`src/hdl/bdcp_pkg.sv`:
```
package bdcp_pkg;

    localparam int ADDR_W      = 24;
    localparam int DATA_W      = 32;
    localparam int TX_BYTES    = 5;
    localparam int TX_CNT_W    = 3;
    localparam int REG_ADDR_W  = 4;
    localparam int REG_DATA_W  = 16;

    // boot mode strap encodings
    localparam logic MODE_NORMAL  = 1'b1;
    localparam logic MODE_SPECIAL = 1'b0;

    // single opcodes
    localparam logic [7:0] OP_NOP         = 8'h00;
    localparam logic [7:0] OP_SAMPLE_PC   = 8'h01;
    localparam logic [7:0] OP_BACKGROUND  = 8'h04;
    localparam logic [7:0] OP_GO          = 8'h08;
    localparam logic [7:0] OP_READ_STATUS = 8'h2d;

    // memory opcode families: [7:4] family, [3:2] size, [1] direction, [0] with status
    localparam logic [3:0] FAM_FILL      = 4'h1;
    localparam logic [3:0] FAM_READ_DUMP = 4'h3;
    localparam logic [3:0] FAM_READ_SAME = 4'h5;
    localparam int         OPC_WS_BIT    = 0;
    localparam int         OPC_DIR_BIT   = 1;
    localparam int         OPC_SZ_LSB    = 2;

    localparam logic [7:0] ILL_RESP_BYTE = 8'hff;
    localparam logic [7:0] NO_RESPONSE_FLAG_BYTE   = 8'hee;
    localparam logic [2:0] ADDR_BYTES    = 3'h3;

    // register offsets
    localparam logic [REG_ADDR_W-1:0] REG_INT_STATUS = 4'h0;
    localparam logic [REG_ADDR_W-1:0] REG_INT_MASK   = 4'h1;
    localparam logic [REG_ADDR_W-1:0] REG_CONTROL    = 4'h2;
    localparam logic [REG_ADDR_W-1:0] REG_DBG_STATUS = 4'h3;

    // event bits of status, mask and debug status
    localparam int EV_ILLEGAL = 0;
    localparam int EV_NO_RESPONSE_FLAG  = 1;
    localparam int EV_W       = 2;
    // control bits
    localparam int CTL_ACK_EN = 0;
    localparam int CTL_KEEP   = 1;
    localparam int CTL_BDM    = 2;
    // debug status bits above the events
    localparam int DS_ACK_EN  = 2;
    localparam int DS_KEEP    = 3;
    localparam int DS_BDM     = 4;
    localparam int DS_MODE    = 5;
    localparam int DS_STOP    = 6;

    // sample timeout
    localparam int PC_TIMEOUT_NS = 1000;
    localparam int CLK_PERIOD_PS = 5000;
    localparam int PC_TIMEOUT_CYC = (PC_TIMEOUT_NS * 1000) / CLK_PERIOD_PS;

    typedef enum logic [1:0] {
        SZ_BYTE,
        SZ_WORD,
        SZ_LONG,
        SZ_RSVD
    } bdcp_size_type;

    typedef struct packed {
        logic              we;
        bdcp_size_type     size;
        logic [ADDR_W-1:0] addr;
        logic [DATA_W-1:0] wdata;
    } bdcp_mem_req_type;

endpackage

```
`src/hdl/bdcp_resp_tx.sv`:
```
`timescale 1ns/1ps
`default_nettype none

module bdcp_resp_tx
    import bdcp_pkg::*;
#(
    parameter int BYTES = TX_BYTES,
    parameter int CNT_W = TX_CNT_W
) (
    input  wire logic               i_core_clk,
    input  wire logic               i_rst,
    input  wire logic               i_load,
    input  wire logic [8*BYTES-1:0] i_data,
    input  wire logic [CNT_W-1:0]   i_count,
    input  wire logic               i_ready,
    output logic                    o_valid,
    output logic [7:0]              o_byte,
    output logic                    o_busy
);

    logic [8*BYTES-1:0] shift_reg;
    logic [CNT_W-1:0]   left_reg;
    wire                take = o_valid & i_ready;

    // msb first; the head byte is always a flop
    assign o_valid = (left_reg != '0);
    assign o_busy  = o_valid;
    assign o_byte  = shift_reg[8*BYTES-1 -: 8];

    always_ff @(posedge i_core_clk) begin
        if (i_rst) begin
            shift_reg <= '0;
            left_reg  <= '0;
        end else if (i_load) begin
            shift_reg <= i_data;
            left_reg  <= i_count;
        end else if (take) begin
            shift_reg <= {shift_reg[8*BYTES-9:0], 8'h00};
            left_reg  <= left_reg - 1'b1;
        end
    end

endmodule

`default_nettype wire

```
`src/hdl/bdcp_core.sv`:
```
`timescale 1ns/1ps
`default_nettype none

// Contract
// - latch boot mode strap at reset release
// - special mode leaves reset in debug state
// - debug state via command, control register write or special boot
// - commands still served during processor stop
// - dump only after sync, nop, read, dump
// - nop never changes the address pointer
// - size field decoded on every dump
// - fill writes at pointer then advances it
// - fill with status replies status low byte
// - repeat read returns last single-read address
// - repeat read only after sync, nop, read, repeat
// - acknowledge pulse precedes returned data bytes
// - status command returns sixteen bits, any mode
// - program counter sample returns three bytes
// - sample timeout returns 0xee, sets flag
// - outside debug state, timeout on wait, stop unkept, external wait
// - outside debug state, kept stop returns address after stop
// - otherwise returns current instruction address
module bdcp_core
    import bdcp_pkg::*;
#(
    parameter int TIMEOUT_CYC = PC_TIMEOUT_CYC
) (
    input  wire logic                  i_core_clk,
    input  wire logic                  i_rst,
    input  wire logic                  i_boot_mode_select,
    input  wire logic                  i_sync,
    input  wire logic                  i_host_valid,
    input  wire logic [7:0]            i_host_byte,
    output logic                       o_host_ready,
    output logic                       o_tgt_valid,
    output logic [7:0]                 o_tgt_byte,
    input  wire logic                  i_tgt_ready,
    output logic                       o_ack,
    output logic                       o_mem_req,
    output bdcp_mem_req_type           o_mem,
    input  wire logic                  i_mem_ack,
    input  wire logic [DATA_W-1:0]     i_mem_rdata,
    output logic                       o_pc_req,
    input  wire logic                  i_pc_ack,
    input  wire logic [ADDR_W-1:0]     i_cpu_pc,
    input  wire logic [ADDR_W-1:0]     i_cpu_next_pc,
    input  wire logic                  i_cpu_wait_instr,
    input  wire logic                  i_cpu_stop,
    input  wire logic                  i_external_wait,
    input  wire logic [REG_ADDR_W-1:0] i_reg_addr,
    input  wire logic [REG_DATA_W-1:0] i_reg_wdata,
    input  wire logic                  i_reg_wr,
    input  wire logic                  i_reg_rd,
    output logic [REG_DATA_W-1:0]      o_reg_rdata,
    output logic                       o_irq,
    output logic                       o_background_debug_state,
    output logic                       o_boot_mode
);

    typedef enum logic [2:0] {
        ST_IDLE,
        ST_RX,
        ST_MEM,
        ST_PC,
        ST_RESP,
        ST_TX
    } bdcp_state_type;

    typedef enum logic [1:0] {
        K_READ,
        K_DUMP,
        K_SAME,
        K_FILL
    } bdcp_kind_type;

    localparam int TO_W = $clog2(TIMEOUT_CYC + 1);

    bdcp_state_type       state_reg, state_next;
    bdcp_kind_type        kind_reg, kind_next;
    bdcp_size_type        sz_reg, sz_next;
    logic                 ws_reg, ws_next;
    logic [2:0]           rx_cnt_reg, rx_cnt_next;
    logic [2:0]           rx_need_reg, rx_need_next;
    logic [23:0]          wbuf_reg, wbuf_next;
    logic [ADDR_W-1:0]    addr_reg, addr_next;
    logic [ADDR_W-1:0]    same_addr_reg, same_addr_next;
    logic                 dump_ok_reg, dump_ok_next;
    logic                 same_ok_reg, same_ok_next;
    bdcp_mem_req_type     mem_reg, mem_next;
    logic [8*TX_BYTES-1:0] txd_reg, txd_next;
    logic [TX_CNT_W-1:0]  txc_reg, txc_next;
    logic [TO_W-1:0]      to_cnt_reg, to_cnt_next;
    logic                 bdm_reg, bdm_next;
    logic                 mode_reg;
    logic                 ack_en_reg, keep_reg;
    logic [EV_W-1:0]      int_stat_reg, int_mask_reg;
    logic [REG_DATA_W-1:0] rdata_reg;
    logic                 ill_set, nr_set, tx_load, tx_busy;

    // opcode field decode
    wire [3:0]  op_fam  = i_host_byte[7:4];
    wire        op_dir  = i_host_byte[OPC_DIR_BIT];
    wire        op_ws   = i_host_byte[OPC_WS_BIT];
    wire [1:0]  op_sz   = i_host_byte[OPC_SZ_LSB +: 2];
    wire        is_read = (op_fam == FAM_READ_DUMP) & op_dir;
    wire        is_dump = (op_fam == FAM_READ_DUMP) & ~op_dir;
    wire        is_same = (op_fam == FAM_READ_SAME) & ~op_dir;
    wire        is_fill = (op_fam == FAM_FILL) & op_dir;
    wire        host_take = i_host_valid & o_host_ready;

    wire [2:0]  size_bytes = (sz_reg == SZ_BYTE) ? 3'h1 :
                             (sz_reg == SZ_WORD) ? 3'h2 : 3'h4;
    wire [2:0]  op_bytes   = (op_sz == 2'(SZ_BYTE)) ? 3'h1 :
                             (op_sz == 2'(SZ_WORD)) ? 3'h2 : 3'h4;
    wire [2:0]  data_n     = (kind_reg == K_FILL) ? 3'h0 : size_bytes;
    wire [5:0]  resp_sh    = 6'(6'd32 - {data_n, 3'b000});

    wire [REG_DATA_W-1:0] dbg_status = {
        9'h000, i_cpu_stop, mode_reg, bdm_reg, keep_reg, ack_en_reg,
        int_stat_reg[EV_NO_RESPONSE_FLAG], int_stat_reg[EV_ILLEGAL]};

    // data left aligned, status low byte just after it
    wire [DATA_W-1:0]     rd_just = i_mem_rdata << resp_sh;
    wire [8*TX_BYTES-1:0] st_slot = {32'h0, dbg_status[7:0]} << resp_sh;
    wire [8*TX_BYTES-1:0] mem_resp = {rd_just, 8'h00} | (ws_reg ? st_slot : 40'h0);

    // stalls never answer, so the counter runs out
    wire pc_stalled = i_cpu_wait_instr | (i_cpu_stop & ~keep_reg) | i_external_wait;
    wire pc_timeout = (to_cnt_reg == TO_W'(TIMEOUT_CYC - 1));

    wire wr_int  = i_reg_wr & (i_reg_addr == REG_INT_STATUS);
    wire wr_mask = i_reg_wr & (i_reg_addr == REG_INT_MASK);
    wire wr_ctl  = i_reg_wr & (i_reg_addr == REG_CONTROL);

    wire [REG_DATA_W-1:0] rd_mux =
        (i_reg_addr == REG_INT_STATUS) ? REG_DATA_W'(int_stat_reg) :
        (i_reg_addr == REG_INT_MASK)   ? REG_DATA_W'(int_mask_reg) :
        (i_reg_addr == REG_CONTROL)    ? REG_DATA_W'({bdm_reg, keep_reg, ack_en_reg}) :
        (i_reg_addr == REG_DBG_STATUS) ? dbg_status : '0;

    // no stop gating: host served while the processor sleeps
    assign o_host_ready = (state_reg == ST_IDLE) | (state_reg == ST_RX);
    assign o_mem_req    = (state_reg == ST_MEM);
    assign o_mem        = mem_reg;
    assign o_pc_req     = (state_reg == ST_PC);
    assign o_ack        = (state_reg == ST_RESP) & ack_en_reg;
    assign o_irq        = |(int_stat_reg & int_mask_reg);
    assign o_reg_rdata  = rdata_reg;
    assign o_background_debug_state = bdm_reg;
    assign o_boot_mode  = mode_reg;

    always_comb begin
        state_next     = state_reg;
        kind_next      = kind_reg;
        sz_next        = sz_reg;
        ws_next        = ws_reg;
        rx_cnt_next    = rx_cnt_reg;
        rx_need_next   = rx_need_reg;
        wbuf_next      = wbuf_reg;
        addr_next      = addr_reg;
        same_addr_next = same_addr_reg;
        dump_ok_next   = dump_ok_reg;
        same_ok_next   = same_ok_reg;
        mem_next       = mem_reg;
        txd_next       = txd_reg;
        txc_next       = txc_reg;
        to_cnt_next    = to_cnt_reg;
        bdm_next       = bdm_reg;
        ill_set        = 1'b0;
        nr_set         = 1'b0;
        tx_load        = 1'b0;
        if (wr_ctl && i_reg_wdata[CTL_BDM]) begin
            bdm_next = 1'b1;
        end
        case (state_reg)
            ST_IDLE: begin
                if (i_sync) begin
                    dump_ok_next = 1'b1;
                    same_ok_next = 1'b1;
                end else if (host_take) begin
                    sz_next      = bdcp_size_type'(op_sz);
                    ws_next      = op_ws;
                    rx_cnt_next  = 3'h0;
                    wbuf_next    = '0;
                    dump_ok_next = 1'b0;
                    same_ok_next = 1'b0;
                    if (i_host_byte == OP_NOP) begin
                        // pointer untouched, chaining stays open
                        dump_ok_next = 1'b1;
                        same_ok_next = 1'b1;
                    end else if (i_host_byte == OP_SAMPLE_PC) begin
                        to_cnt_next = '0;
                        state_next  = ST_PC;
                    end else if (i_host_byte == OP_READ_STATUS) begin
                        txd_next   = {dbg_status, 24'h000000};
                        txc_next   = 3'h2;
                        state_next = ST_RESP;
                    end else if (i_host_byte == OP_BACKGROUND) begin
                        bdm_next = 1'b1;
                    end else if (i_host_byte == OP_GO) begin
                        bdm_next = 1'b0;
                    end else if (is_read) begin
                        kind_next    = K_READ;
                        rx_need_next = ADDR_BYTES;
                        state_next   = ST_RX;
                    end else if (is_fill) begin
                        kind_next    = K_FILL;
                        rx_need_next = op_bytes;
                        state_next   = ST_RX;
                    end else if (is_dump && dump_ok_reg) begin
                        kind_next  = K_DUMP;
                        mem_next   = '{we: 1'b0, size: bdcp_size_type'(op_sz),
                                       addr: addr_reg, wdata: '0};
                        state_next = ST_MEM;
                    end else if (is_same && same_ok_reg) begin
                        kind_next  = K_SAME;
                        mem_next   = '{we: 1'b0, size: bdcp_size_type'(op_sz),
                                       addr: same_addr_reg, wdata: '0};
                        state_next = ST_MEM;
                    end else begin
                        ill_set    = 1'b1;
                        txd_next   = {ILL_RESP_BYTE, 32'h0};
                        txc_next   = 3'h1;
                        state_next = ST_RESP;
                    end
                end
            end
            ST_RX: begin
                if (host_take) begin
                    wbuf_next   = {wbuf_reg[15:0], i_host_byte};
                    rx_cnt_next = rx_cnt_reg + 3'h1;
                    if (rx_cnt_reg + 3'h1 == rx_need_reg) begin
                        state_next = ST_MEM;
                        if (kind_reg == K_READ) begin
                            addr_next      = {wbuf_reg[15:0], i_host_byte};
                            same_addr_next = {wbuf_reg[15:0], i_host_byte};
                            mem_next = '{we: 1'b0, size: sz_reg,
                                         addr: {wbuf_reg[15:0], i_host_byte}, wdata: '0};
                        end else begin
                            mem_next = '{we: 1'b1, size: sz_reg, addr: addr_reg,
                                         wdata: {wbuf_reg, i_host_byte}};
                        end
                    end
                end
            end
            ST_MEM: begin
                if (i_mem_ack) begin
                    if (kind_reg == K_DUMP || kind_reg == K_FILL) begin
                        addr_next = addr_reg + ADDR_W'(size_bytes);
                    end
                    dump_ok_next = (kind_reg == K_READ) | (kind_reg == K_DUMP);
                    same_ok_next = (kind_reg == K_READ) | (kind_reg == K_SAME);
                    txd_next   = mem_resp;
                    txc_next   = data_n + {2'b00, ws_reg};
                    state_next = ST_RESP;
                end
            end
            ST_PC: begin
                to_cnt_next = to_cnt_reg + TO_W'(1);
                txc_next    = 3'h3;
                if (bdm_reg) begin
                    txd_next   = {i_cpu_pc, 16'h0000};
                    state_next = ST_RESP;
                end else if (i_cpu_stop && keep_reg) begin
                    txd_next   = {i_cpu_next_pc, 16'h0000};
                    state_next = ST_RESP;
                end else if (i_pc_ack && !pc_stalled) begin
                    txd_next   = {i_cpu_pc, 16'h0000};
                    state_next = ST_RESP;
                end else if (pc_timeout) begin
                    nr_set     = 1'b1;
                    txd_next   = {NO_RESPONSE_FLAG_BYTE, NO_RESPONSE_FLAG_BYTE, NO_RESPONSE_FLAG_BYTE, 16'h0000};
                    state_next = ST_RESP;
                end
            end
            ST_RESP: begin
                // acknowledge shows here, bytes start the cycle after
                tx_load    = 1'b1;
                state_next = ST_TX;
            end
            ST_TX: begin
                if (!tx_busy) begin
                    state_next = ST_IDLE;
                end
            end
            default: begin
                state_next = ST_IDLE;
            end
        endcase
    end

    bdcp_resp_tx #(
        .BYTES (TX_BYTES),
        .CNT_W (TX_CNT_W)
    ) u_resp_tx (
        .i_core_clk (i_core_clk),
        .i_rst      (i_rst),
        .i_load     (tx_load),
        .i_data     (txd_reg),
        .i_count    (txc_reg),
        .i_ready    (i_tgt_ready),
        .o_valid    (o_tgt_valid),
        .o_byte     (o_tgt_byte),
        .o_busy     (tx_busy)
    );

    // strap followed during reset; last value before release wins
    always_ff @(posedge i_core_clk) begin
        if (i_rst) begin
            mode_reg <= i_boot_mode_select;
            bdm_reg  <= (i_boot_mode_select == MODE_SPECIAL);
        end else begin
            bdm_reg  <= bdm_next;
        end
    end

    always_ff @(posedge i_core_clk) begin
        if (i_rst) begin
            state_reg     <= ST_IDLE;
            kind_reg      <= K_READ;
            sz_reg        <= SZ_BYTE;
            ws_reg        <= 1'b0;
            rx_cnt_reg    <= 3'h0;
            rx_need_reg   <= 3'h0;
            wbuf_reg      <= 24'h000000;
            addr_reg      <= '0;
            same_addr_reg <= '0;
            dump_ok_reg   <= 1'b0;
            same_ok_reg   <= 1'b0;
            mem_reg       <= '0;
            txd_reg       <= '0;
            txc_reg       <= '0;
            to_cnt_reg    <= '0;
        end else begin
            state_reg     <= state_next;
            kind_reg      <= kind_next;
            sz_reg        <= sz_next;
            ws_reg        <= ws_next;
            rx_cnt_reg    <= rx_cnt_next;
            rx_need_reg   <= rx_need_next;
            wbuf_reg      <= wbuf_next;
            addr_reg      <= addr_next;
            same_addr_reg <= same_addr_next;
            dump_ok_reg   <= dump_ok_next;
            same_ok_reg   <= same_ok_next;
            mem_reg       <= mem_next;
            txd_reg       <= txd_next;
            txc_reg       <= txc_next;
            to_cnt_reg    <= to_cnt_next;
        end
    end

    // a new event outranks a same-cycle write-one-to-clear
    always_ff @(posedge i_core_clk) begin
        if (i_rst) begin
            int_stat_reg <= '0;
            int_mask_reg <= '0;
            ack_en_reg   <= 1'b0;
            keep_reg     <= 1'b0;
            rdata_reg    <= '0;
        end else begin
            int_stat_reg <= (int_stat_reg & ~(wr_int ? i_reg_wdata[EV_W-1:0] : 2'b00))
                          | {nr_set, ill_set};
            if (wr_mask) begin
                int_mask_reg <= i_reg_wdata[EV_W-1:0];
            end
            if (wr_ctl) begin
                ack_en_reg <= i_reg_wdata[CTL_ACK_EN];
                keep_reg   <= i_reg_wdata[CTL_KEEP];
            end
            rdata_reg <= i_reg_rd ? rd_mux : '0;
        end
    end

endmodule

`default_nettype wire

```
`config.mk`:
```
export PLATFORM = sky130hd
export DESIGN_NAME = bdcp_core
export DESIGN_NICKNAME = d
export VERILOG_FILES = /design/src/hdl/bdcp_pkg.sv /design/src/hdl/bdcp_resp_tx.sv /design/src/hdl/bdcp_core.sv
export SDC_FILE = /design/constraint.sdc
export NUM_CORES = 1
export LEC_CHECK = 0
export ABC_CLOCK_PERIOD_IN_PS = 3800
export BUFFER_PORTS_ARGS = -buffer_cell sky130_fd_sc_hd__buf_2
export CORE_UTILIZATION = 30
export DETAILED_ROUTE_END_ITERATION = 10
export SKIP_CTS_REPAIR_TIMING = 1
export SLEW_MARGIN = 20
export SYNTH_ARGS = -nofsm -noshare
export SYNTH_HDL_FRONTEND = slang
export SYNTH_SLANG_ARGS = --single-unit
```
`constraint.sdc`:
```
create_clock -name i_core_clk -period 3.8 [get_ports i_core_clk]
set_input_delay 0.19 -clock i_core_clk [delete_from_list [all_inputs] [get_ports i_core_clk]]
set_output_delay 0.19 -clock i_core_clk [all_outputs]
set_load 0.01 [all_outputs]
```
======== Word-level counts from Yosys, hierarchy flattened ========
Index checks and enable logic that the tools add are counted.
storage, ports and cells
  register bits after elaboration ......... 265
  bits of input ports ..................... 121
  output and inout bits ................... 91
cells by class
  add/subtract/negate cells ............... 6
  equal/unequal tests ..................... 49
  shift-type cells ........................ 2
  mux-type cells .......................... 140
  bitwise logic cells ..................... 32
  reduce and logical (&&, ||, !) cells .... 39
operators by type and width
  operator            count
  $mux 59             14
  $mux 40             19
  $mux 24             8
  $mux 3              45
  $pmux 40 s3         1
  $pmux 59 s2         1
  $pmux 24 s2         2
  $or 40x40->40       1
  $shl 7x6->40        1
  $mux 1              33
  $mux 8              4
  $shl 32x6->32       1
  $reduce_and 13->1   2
  $add 24x3->24       1
  $ne 2x2->1 const B  11
  $pmux 3 s6          1
  $reduce_and 9->1    2
  $pmux 8 s2          1
  $ne 3x3->1 const B  5
  $mux 2              7
  $eq 4x2->1 const B  3
  $reduce_and 12->1   1
  $reduce_bool 2->1   6
  $and 1x1->1         11
  49 further kinds    87

======== Logic depth before layout (Yosys ltp) ========
Gate-level depths: netlist of run 1.
  word-level depth ........................ 16
  gate-level depth with buffers ........... 10

======== Cells and area by module ========
A second synthesis of run 1 with hierarchy kept.
second synthesis, totals
  cells, all modules ...................... 1,602
  area total of the unflattened synthesis .. 13,495.4 sq um
modules (own cells, without submodules)
  module        instances  cells each  area an instance (sq um)
  bdcp_core     1          1,348       11,106.9
  bdcp_resp_tx  1          254         2,388.5

======== Worst setup path after synthesis of run 1 ========
No wires, ideal clock.
  path kind ............................... register to register
  from .................................... reg sz_reg[0]
  to ...................................... reg addr_reg[12]
  setup time .............................. 0.070 ns
  data arrival time ....................... 2.647 ns
  data required time ...................... 3.730 ns
  slack ................................... 1.083 ns
  stages on the path, launching flop included .. 11
  buffers on the path ..................... 1
  period minus slack after synthesis ...... 2.717 ns
  path through ............................ dfxtp_1 > buf_1 > nor2_1 > ha_1 > inv_1 > fa_1 > nand2b_1 > a2111o_1 > or3_1 > a211o_1 > a21oi_1
between the ends
  cells in the longest elaborated chain, start to end .. 7
  elaborated cells on any way between the ends .. 8
RTL lines
  item                    RTL line          RTL
  start, declared         bdcp_core.sv:80   bdcp_size_type sz_reg, sz_next;
  start signal, assigned  bdcp_core.sv:337  sz_reg <= sz_next;
  $eq 2x1->1              bdcp_core.sv:112  (sz_reg == SZ_WORD) ? 3'h2 : 3'h4;
  $mux 3                  bdcp_core.sv:112
  $mux 3 *                bdcp_core.sv:111  wire [2:0] size_bytes = (sz_reg == SZ_BYTE) ? 3'h1 :
  $add 24x3->24 *         bdcp_core.sv:249  addr_next = addr_reg + ADDR_W'(size_bytes);
  $mux 24 *               bdcp_core.sv:248  if (kind_reg == K_DUMP || kind_reg == K_FILL) begin
  $mux 24 *               bdcp_core.sv:247  if (i_mem_ack) begin
  $pmux 24 s2 *           bdcp_core.sv:175  case (state_reg)
  end signal, assigned    bdcp_core.sv:342  addr_reg <= addr_next;
  end, declared           bdcp_core.sv:85   logic [ADDR_W-1:0] addr_reg, addr_next;
Mark *: on every way between the ends. The rest lies on a longest branch, timed or not. The select of a mux whose other input is x is not followed.
A chain may end at the register's enable or synchronous reset.

======== Worst setup path after layout of run 1 ========
Same ends and word-level chain as after synthesis.

==> report_table.html, run 1 <==
<table>
<tr><th>Metric</th><th>Value</th></tr>
<tr><th colspan="2">Floorplanning</th></tr>
<tr><td>Floorplan die area</td><td>43,600 um^2</td></tr>
<tr><td>Number of cell rows</td><td>75</td></tr>
<tr><td>Ports placed on the boundary</td><td>212</td></tr>
<tr><td>Width of the die</td><td>approximately 210 um</td></tr>
<tr><td>Floorplan core area</td><td>roughly 42,000 um^2</td></tr>
<tr><td>Die height</td><td>209 um</td></tr>
<tr><td>Starting density of the core</td><td>30.5%</td></tr>
<tr><th colspan="2">CTS</th></tr>
<tr><td>Maximum number of buffers from clock root to sink</td><td>3</td></tr>
<tr><td>Clock buffers created by TritonCTS</td><td>29</td></tr>
<tr><td>Cell chosen for the clock root</td><td>clkbuf_16</td></tr>
<tr><td>Clock tree from TritonCTS</td><td>done</td></tr>
<tr><td>Clock sink total</td><td>roughly 250</td></tr>
<tr><td>H-Tree Level Count</td><td>1</td></tr>
<tr><td>Clock latency on the worst-skew pair</td><td>between 0.5 and 0.6 ns</td></tr>
<tr><td>Clock transition at the registers of the reported paths</td><td>0.06 ns</td></tr>
<tr><th colspan="2">Layout</th></tr>
<tr><td>Fillcell total</td><td>4,386</td></tr>
<tr><td>Area added between synthesis and finish</td><td>17.8%</td></tr>
<tr><td>Fin nets</td><td>roughly 1,800</td></tr>
<tr><td>Number of flip-flops under the largest register name</td><td>59</td></tr>
<tr><td>Share of final-layout standard cells stronger than drive strength 1</td><td>between 15 and 20%</td></tr>
<tr><td>Post-route non-filler standard cell count</td><td>2,242</td></tr>
<tr><th colspan="2">Yosys</th></tr>
<tr><td>Fraction of post-synthesis cell area in the top cell type by area</td><td>about two fifths</td></tr>
<tr><td>Fraction of registers with async set/reset</td><td>0%</td></tr>
<tr><td>Mapped cell area</td><td>around 13,000 um^2</td></tr>
<tr><td>Top cells by count, synth</td><td>dfxtp_1, nand2_1, a21oi_1</td></tr>
<tr><td>Total of flip-flops plus latches after synthesis</td><td>254</td></tr>
<tr><td>Synthesized netlist cell count</td><td>1,563</td></tr>
<tr><td>Count of flip-flops with a built-in enable after synthesis</td><td>1</td></tr>
<tr><td>Primary flip-flop cell chosen by synthesis mapping</td><td>dfxtp_1</td></tr>
<tr><td>Cells taking the most area after synthesis</td><td>dfxtp_1, nand2_1, a21oi_1, mux2i_1, nand2b_1</td></tr>
<tr><td>Yosys cell types</td><td>87</td></tr>
<tr><td>Cell accounting for the most synthesized area</td><td>dfxtp_1</td></tr>
<tr><td>Sequential fraction of the synthesis area</td><td>39.7%</td></tr>
<tr><td>Total number of yosys warnings</td><td>0</td></tr>
<tr><td>Most frequent cell after synthesis</td><td>dfxtp_1</td></tr>
<tr><td>Average footprint of a synthesized cell</td><td>8.20 um^2</td></tr>
<tr><th colspan="2">Setup path</th></tr>
<tr><td>Category of the worst setup path capture point</td><td>register</td></tr>
<tr><td>Origin of the critical flop-to-flop path</td><td>sz_reg[0]$_SDFFE_PP0P_</td></tr>
<tr><td>Type of origin of the critical path</td><td>register</td></tr>
<tr><td>CP Data Arrival Time</td><td>3.58 ns</td></tr>
<tr><td>Category of the critical setup timing path</td><td>reg2reg</td></tr>
<tr><td>Critical path required time</td><td>4.26 ns</td></tr>
<tr><td>Critical path startpoint</td><td>sz_reg[0]$_SDFFE_PP0P_</td></tr>
<tr><td>Worst Path Max Fanout</td><td>13</td></tr>
<tr><th colspan="2">GRT</th></tr>
<tr><td>Global routing usage on met2</td><td>30.7%</td></tr>
<tr><td>Total grt overflow</td><td>0</td></tr>
<tr><td>Global-route track usage on met1</td><td>24.5%</td></tr>
<tr><td>Met3 Use GR</td><td>2.43%</td></tr>
<tr><td>Antenna violations before repair</td><td>2</td></tr>
<tr><td>Via count of the first global-routing pass</td><td>11,400</td></tr>
<tr><td>Maximum number of pins on one net before global-route repair</td><td>128</td></tr>
<tr><td>Global-route wire length before repair</td><td>~65 mm</td></tr>
<tr><td>Gr busiest metal</td><td>met2</td></tr>
<tr><td>Overall fraction of global-route tracks in use</td><td>a little under a fifth</td></tr>
<tr><th colspan="2">Hold path</th></tr>
<tr><td>Launch point of the worst hold path</td><td>i_reg_rd</td></tr>
<tr><td>Classification of the worst-slack hold path</td><td>in2reg</td></tr>
<tr><th colspan="2">Detailed routing</th></tr>
<tr><td>Initial drt markers</td><td>1,168</td></tr>
<tr><td>Number of remaining DRC errors</td><td>0</td></tr>
<tr><td>Total via count after detailed routing</td><td>12,300</td></tr>
<tr><td>Post-detailed-routing wire length</td><td>~42 mm</td></tr>
<tr><td>Routed vias/inst</td><td>5.49</td></tr>
<tr><td>Count of antenna-violating nets left after detailed routing</td><td>0</td></tr>
<tr><td>WL per Instance</td><td>~19 um</td></tr>
<tr><td>Count of TritonRoute iterations in the first routing pass</td><td>7</td></tr>
<tr><th colspan="2">Power and ir drop</th></tr>
<tr><td>Relative contribution of the clock network to total power</td><td>33.0%</td></tr>
<tr><td>Net Sw Frac</td><td>34.7%</td></tr>
<tr><td>Worst IR Drop VDD</td><td>about 390 uV</td></tr>
<tr><td>Portion of total power attributed to combinational logic</td><td>~28%</td></tr>
<tr><td>Pint</td><td>approximately 5300 uW</td></tr>
<tr><td>Total net switching power</td><td>2810 uW</td></tr>
<tr><td>Total power after layout</td><td>roughly 8100 uW</td></tr>
<tr><td>Portion of total power attributed to sequential cells</td><td>39.2%</td></tr>
<tr><td>Leak Pwr</td><td>0.00578 uW</td></tr>
<tr><td>Power per cell area</td><td>536 nW/um^2</td></tr>
<tr><th colspan="2">STA</th></tr>
<tr><td>Final-report setup violation count</td><td>0</td></tr>
<tr><td>Post-layout min period</td><td>slightly above 3 ns</td></tr>
<tr><td>Final hold violation count</td><td>0</td></tr>
<tr><td>Final-layout setup total negative slack</td><td>0 ns</td></tr>
<tr><td>Setup repair after global routing missed its margin</td><td>false</td></tr>
<tr><td>Worst slew slack as a fraction of its limit</td><td>32.8%</td></tr>
<tr><td>Clock Skew</td><td>~0.027 ns</td></tr>
<tr><td>Slew Viols, Final</td><td>0</td></tr>
<tr><td>Measured slew at the worst slew-check pin</td><td>between 1 and 1.5 ns</td></tr>
<tr><td>Hold Worst Slack</td><td>about 0.019 ns</td></tr>
<tr><td>Final worst-path cycle share</td><td>82.1%</td></tr>
<tr><td>Max Clk Rate</td><td>0.321 GHz</td></tr>
<tr><td>Worst-case setup margin in the final layout</td><td>0.681 ns</td></tr>
<tr><th colspan="2">Placement</th></tr>
<tr><td>Post-DP HPWL</td><td>28.8 mm</td></tr>
<tr><td>Setup slack at placement</td><td>0.763 ns</td></tr>
<tr><td>Final weighted congestion in routability-driven placement</td><td>between 0.8 and 0.9</td></tr>
<tr><td>Number of instances in the placed design</td><td>2,172</td></tr>
<tr><td>Number of buffers inserted by port buffering</td><td>189</td></tr>
<tr><th colspan="2">Job</th></tr>
<tr><td>Number of maximum-capacitance constraint violations</td><td>0</td></tr>
<tr><th colspan="2">Run status</th></tr>
<tr><td>Outcome</td><td>completed</td></tr>
</table>
critical path, cell delays in order, from the launching register on:
cell      delay [ns]
dfxtp_1         0.75
nand2b_1        0.26
fa_1            0.50
nand2b_1        0.20
a2111o_1        0.50
or3_1           0.36
a211o_1         0.31
a21oi_1         0.13
cells in the final DEF, fill, tap and decap left out, types with 5 or more instances in the layout:
cell type / count
dfxtp_1: 253
nand2_1: 225
buf_2: 188
a21oi_1: 166
nor2_1: 94
nand2b_1: 69
mux2i_1: 67
nand3_1: 59
o21ai_0: 50
a211oi_1: 47
a311oi_1: 39
inv_1: 38
clkbuf_16: 29
o221ai_1: 27
buf_4: 25
dlygate4sd3_1: 19
and3_1: 18
nor3_1: 15
a22o_1: 15
nand4_1: 15
o221a_2: 15
a22oi_1: 13
a221oi_1: 13
o211ai_1: 11
a31oi_1: 10
clkbuf_1: 10
nor2b_1: 9
ha_1: 9
conb_1: 9
xor2_1: 8
and2_1: 7
mux2_2: 7
o31ai_1: 6
clkbuf_8: 6
or3_1: 5
a211o_1: 5
a21o_1: 5
or4_1: 5
per-stage QoR:
stage	utilization, %	instance area, um^2
finish	35.9	15100
global route	35.9	15100
CTS	35.5	14900
detailed placement	33.3	14000
global placement	33.3	14000
floorplan	-	12900
kinds of logic after synthesis:
family	synth area share, %
flip-flops	39.7
other	0.0292
AND/OR/NAND/NOR	21.4
adder cells (fa/ha/maj)	1.03
multiplexers	5.93
AO/OA/AOI/OAI	24.1
XOR/XNOR	0.995
buffers and inverters	6.78
power groups by stage:
stage | combinational (uW) | clock [uW] | sequential [uW]
global route | 2460 | 2860 | 3210
finish | 2250 | 2670 | 3180
floorplan | 1660 | 0 | 3130
global placement | 2160 | 0 | 3220
detailed placement | 2210 | 0 | 3230
CTS | 2220 | 2750 | 3170
area by class of cell:
| class | instances | area (um^2) | share of cell area (%) |
|---|---|---|---|
| Tap cell | 539 | 674 | 4.46 |
| Inverter | 40 | 150 | 0.994 |
| Clock buffer | 45 | 846 | 5.60 |
| Multi-Input combinational cell | 1123 | 6920 | 45.8 |
| Clock inverter | 4 | 48.8 | 0.323 |
| Timing Repair Buffer | 235 | 1370 | 9.07 |
| Sequential cell | 254 | 5090 | 33.7 |
| Antenna cell | 2 | 5.00 | 0.0331 |
worst paths after layout:
kind                                    to  slack (ns)  cells after the start
min reg2reg  same_addr_reg[9]$_SDFFE_PP0P_        0.45                      2
min              o_reg_rdata[1]$_SDFF_PP0_        0.02                      3
max reg2reg      addr_reg[12]$_SDFFE_PP0P_        0.68                      7
max              addr_reg[12]$_SDFFE_PP0P_        0.68                      7
routing by layer:
layer | vias to the layer above | wire length [um]
li1 | 5876 | -
met5 | - | 0
met2 | 443 | 19600
met4 | 0 | 1710
met1 | 5886 | 18200
met3 | 96 | 2630
(Power assumes the default switching activity.)
==> run 2, diff against run 1 <==
--- a/config.mk
+++ b/config.mk
@@ -5,7 +5,7 @@
 export SDC_FILE = /design/constraint.sdc
 export NUM_CORES = 1
 export LEC_CHECK = 0
-export ABC_CLOCK_PERIOD_IN_PS = 3800
+export ABC_CLOCK_PERIOD_IN_PS = 3200
 export BUFFER_PORTS_ARGS = -buffer_cell sky130_fd_sc_hd__buf_2
 export CORE_UTILIZATION = 30
 export DETAILED_ROUTE_END_ITERATION = 10
==> constraint.sdc (replaced) <==
create_clock -name i_core_clk -period 3.2 [get_ports i_core_clk]
set_input_delay 0.16 -clock i_core_clk [delete_from_list [all_inputs] [get_ports i_core_clk]]
set_output_delay 0.16 -clock i_core_clk [all_outputs]
set_load 0.01 [all_outputs]
==> report_table.html, run 2 (synthesized netlist as in run 1, its figures left out) <==
<table>
<tr><th>Metric</th><th>Value</th></tr>
<tr><th colspan="2">Placement</th></tr>
<tr><td>Final weighted congestion in routability-driven placement</td><td>0.893 (+0.37%)</td></tr>
<tr><td>Number of instances in the placed design</td><td>2,188 (+0.74%)</td></tr>
<tr><td>Post-DP HPWL</td><td>29.3 mm (+1.6%)</td></tr>
<tr><td>Number of buffers inserted by port buffering</td><td>189 (unchanged)</td></tr>
<tr><td>Cell area reported after detailed placement</td><td>14,100 um^2 (+0.95%)</td></tr>
<tr><th colspan="2">Layout</th></tr>
<tr><td>Commonest cells after routing, fill and taps aside</td><td>dfxtp_1, nand2_1, buf_2</td></tr>
<tr><td>Post-route design area</td><td>15,300 um^2 (+1.3%)</td></tr>
<tr><td>Post-route non-filler standard cell count</td><td>2,262 (+0.89%)</td></tr>
<tr><td>Number of flip-flops under the largest register name</td><td>59 (unchanged)</td></tr>
<tr><td>Share of final-layout standard cells stronger than drive strength 1</td><td>19.0% (+1.0 points)</td></tr>
<tr><td>Fillcell total</td><td>4,383 (-0.068%)</td></tr>
<tr><td>Area added between synthesis and finish</td><td>19.4%</td></tr>
<tr><td>Fin nets</td><td>1,834 (+1.1%)</td></tr>
<tr><td>Leading cell type in the layout, fill and taps excluded</td><td>dfxtp_1</td></tr>
<tr><th colspan="2">GRT</th></tr>
<tr><td>Global-route wire length before repair</td><td>66.1 mm (+1.1%)</td></tr>
<tr><td>Maximum number of pins on one net before global-route repair</td><td>129 (+0.78%)</td></tr>
<tr><td>Total grt overflow</td><td>0 (unchanged)</td></tr>
<tr><td>Global-route track usage on met1</td><td>24.7% (+0.18 points)</td></tr>
<tr><td>Gr busiest metal</td><td>met2</td></tr>
<tr><td>Global routing usage on met2</td><td>32.2% (+1.5 points)</td></tr>
<tr><td>Via count of the first global-routing pass</td><td>11,500 (+1.3%)</td></tr>
<tr><td>Overall fraction of global-route tracks in use</td><td>18.9% (+0.30 points)</td></tr>
<tr><td>Met3 Use GR</td><td>2.57% (+0.14 points)</td></tr>
<tr><td>Antenna violations before repair</td><td>1 (-1)</td></tr>
<tr><th colspan="2">Floorplanning</th></tr>
<tr><td>Width of the die</td><td>209 um (unchanged)</td></tr>
<tr><td>Starting density of the core</td><td>30.5% (unchanged)</td></tr>
<tr><td>Number of cell rows</td><td>75 (unchanged)</td></tr>
<tr><td>Floorplan core area</td><td>42,000 um^2 (unchanged)</td></tr>
<tr><td>Floorplan die area</td><td>43,600 um^2 (unchanged)</td></tr>
<tr><td>Ports placed on the boundary</td><td>212 (unchanged)</td></tr>
<tr><td>Die height</td><td>209 um (unchanged)</td></tr>
<tr><th colspan="2">Power and ir drop</th></tr>
<tr><td>Total net switching power</td><td>3370 uW (+20%)</td></tr>
<tr><td>Leak Pwr</td><td>0.00590 uW (+2.1%)</td></tr>
<tr><td>Pint</td><td>6350 uW (+20%)</td></tr>
<tr><td>Relative contribution of the clock network to total power</td><td>32.9% (about the same)</td></tr>
<tr><td>Worst IR Drop VDD</td><td>370 uV (-6.0%)</td></tr>
<tr><td>Total power after layout</td><td>9710 uW (+20%)</td></tr>
<tr><td>Power per cell area</td><td>635 nW/um^2 (+18%)</td></tr>
<tr><td>Portion of total power attributed to sequential cells</td><td>38.7% (-0.5 points)</td></tr>
<tr><td>Portion of total power attributed to combinational logic</td><td>28.5% (+0.8 points)</td></tr>
<tr><td>Net Sw Frac</td><td>34.7% (about the same)</td></tr>
<tr><th colspan="2">Detailed routing</th></tr>
<tr><td>Total via count after detailed routing</td><td>12,300 (+0.37%)</td></tr>
<tr><td>Initial drt markers</td><td>1,093 (-6.4%)</td></tr>
<tr><td>Routed vias/inst</td><td>5.46 (-0.51%)</td></tr>
<tr><td>WL per Instance</td><td>18.9 um (+0.42%)</td></tr>
<tr><td>Count of TritonRoute iterations in the first routing pass</td><td>5 (-2)</td></tr>
<tr><td>Post-detailed-routing wire length</td><td>42.7 mm (+1.3%)</td></tr>
<tr><td>Number of remaining DRC errors</td><td>0 (unchanged)</td></tr>
<tr><td>Count of antenna-violating nets left after detailed routing</td><td>0 (unchanged)</td></tr>
<tr><th colspan="2">STA</th></tr>
<tr><td>Final hold violation count</td><td>0 (unchanged)</td></tr>
<tr><td>Post-layout min period</td><td>2.78 ns (-0.343 ns)</td></tr>
<tr><td>Final worst-path cycle share</td><td>86.7% (+4.7 points)</td></tr>
<tr><td>Worst slew slack as a fraction of its limit</td><td>35.9% (+3.0 points)</td></tr>
<tr><td>Slew Viols, Final</td><td>0 (unchanged)</td></tr>
<tr><td>Clock Skew</td><td>0.00864 ns (-0.0181 ns)</td></tr>
<tr><td>Final-report setup violation count</td><td>0 (unchanged)</td></tr>
<tr><td>Setup repair after global routing missed its margin</td><td>false</td></tr>
<tr><td>Measured slew at the worst slew-check pin</td><td>0.953 ns (-0.0538 ns)</td></tr>
<tr><td>Final-layout setup total negative slack</td><td>0 ns (unchanged)</td></tr>
<tr><td>Max Clk Rate</td><td>0.360 GHz (+12%)</td></tr>
<tr><th colspan="2">Setup path</th></tr>
<tr><td>Worst Path Max Fanout</td><td>24 (+11)</td></tr>
<tr><td>Category of the worst setup path capture point</td><td>register</td></tr>
<tr><td>Critical path startpoint</td><td>sz_reg[1]$_SDFFE_PP0P_</td></tr>
<tr><td>Category of the critical setup timing path</td><td>reg2reg</td></tr>
<tr><td>Origin of the critical flop-to-flop path</td><td>sz_reg[1]$_SDFFE_PP0P_</td></tr>
<tr><td>CP Data Arrival Time</td><td>3.24 ns (-0.34 ns)</td></tr>
<tr><td>Critical path required time</td><td>3.67 ns (-0.59 ns)</td></tr>
<tr><td>Type of origin of the critical path</td><td>register</td></tr>
<tr><th colspan="2">CTS</th></tr>
<tr><td>Clock tree from TritonCTS</td><td>done</td></tr>
<tr><td>Cell chosen for the clock root</td><td>clkbuf_16</td></tr>
<tr><td>H-Tree Level Count</td><td>1 (unchanged)</td></tr>
<tr><td>Clock buffers created by TritonCTS</td><td>29 (unchanged)</td></tr>
<tr><td>Clock transition at the registers of the reported paths</td><td>0.06 ns (about the same)</td></tr>
<tr><td>Clock sink total</td><td>254 (unchanged)</td></tr>
<tr><td>Maximum number of buffers from clock root to sink</td><td>3 (unchanged)</td></tr>
<tr><td>Clock latency on the worst-skew pair</td><td>0.55 ns (-0.02 ns)</td></tr>
<tr><th colspan="2">Run status</th></tr>
<tr><td>Outcome</td><td>completed</td></tr>
<tr><th colspan="2">Job</th></tr>
<tr><td>Number of maximum-capacitance constraint violations</td><td>0 (unchanged)</td></tr>
<tr><th colspan="2">Hold path</th></tr>
<tr><td>Classification of the worst-slack hold path</td><td>in2reg</td></tr>
<tr><td>Launch point of the worst hold path</td><td>i_reg_rd</td></tr>
</table>
## run 2: area by class of cell
cell class                      count  area [um^2]  area share (%)
Multi-Input combinational cell   1123         6930            45.3
Sequential cell                   254         5090            33.3
Timing Repair Buffer              255         1540            10.1
Clock buffer                       44          882            5.76
Tap cell                          539          674            4.41
Inverter                           40          150           0.981
Clock inverter                      6         32.5           0.213
Antenna cell                        1         2.50          0.0163
## run 2: critical path: stages, from the launching register on
cell and delay (ns):
dfxtp_1 0.34, buf_4 0.31, nand2b_1 0.26, clkinv_1 0.13
ha_1 0.31, a211o_1 0.16, or4b_2 0.69, nor4_1 0.26
a22oi_1 0.10, o21ai_0 0.15
## run 2: stage by stage
stage	setup WS, ns	hold slack, ns	util (%)
2_1_floorplan	0.483	0.256	-
3_3_place_gp	0.469	0.357	33.6
3_5_place_dp	0.439	0.365	33.6
4_1_cts	0.426	-0.218	35.8
5_1_grt	0.151	0.00640	36.4
6_report	0.424	0.00718	36.4
## run 2: path summary, 6_finish.rpt
path | to | slack (ns) | depth (start not counted)
setup / recovery | addr_reg[15]$_SDFFE_PP0P_ | 0.42 | 9
hold / removal | o_reg_rdata[1]$_SDFF_PP0_ | 0.007 | 3
setup reg to reg | addr_reg[15]$_SDFFE_PP0P_ | 0.42 | 9
hold reg to reg | same_addr_reg[8]$_SDFFE_PP0P_ | 0.46 | 2
## run 2: per-layer routing
metal  up-vias  part of all wire [%]
met5         -                     0
met4         0                   3.2
met3        85                   5.9
met2       443                    47
met1      5899                    44
li1       5920                     -
## run 2: power groups by stage
stage / Combinational [uW] / Clock (uW) / Sequential [uW]
after CTS: 2720 / 3270 / 3750
after global routing: 3030 / 3390 / 3790
after detailed placement: 2710 / 0 / 3810
after floorplan: 1970 / 0 / 3710
final: 2760 / 3190 / 3760
after global placement: 2660 / 0 / 3800
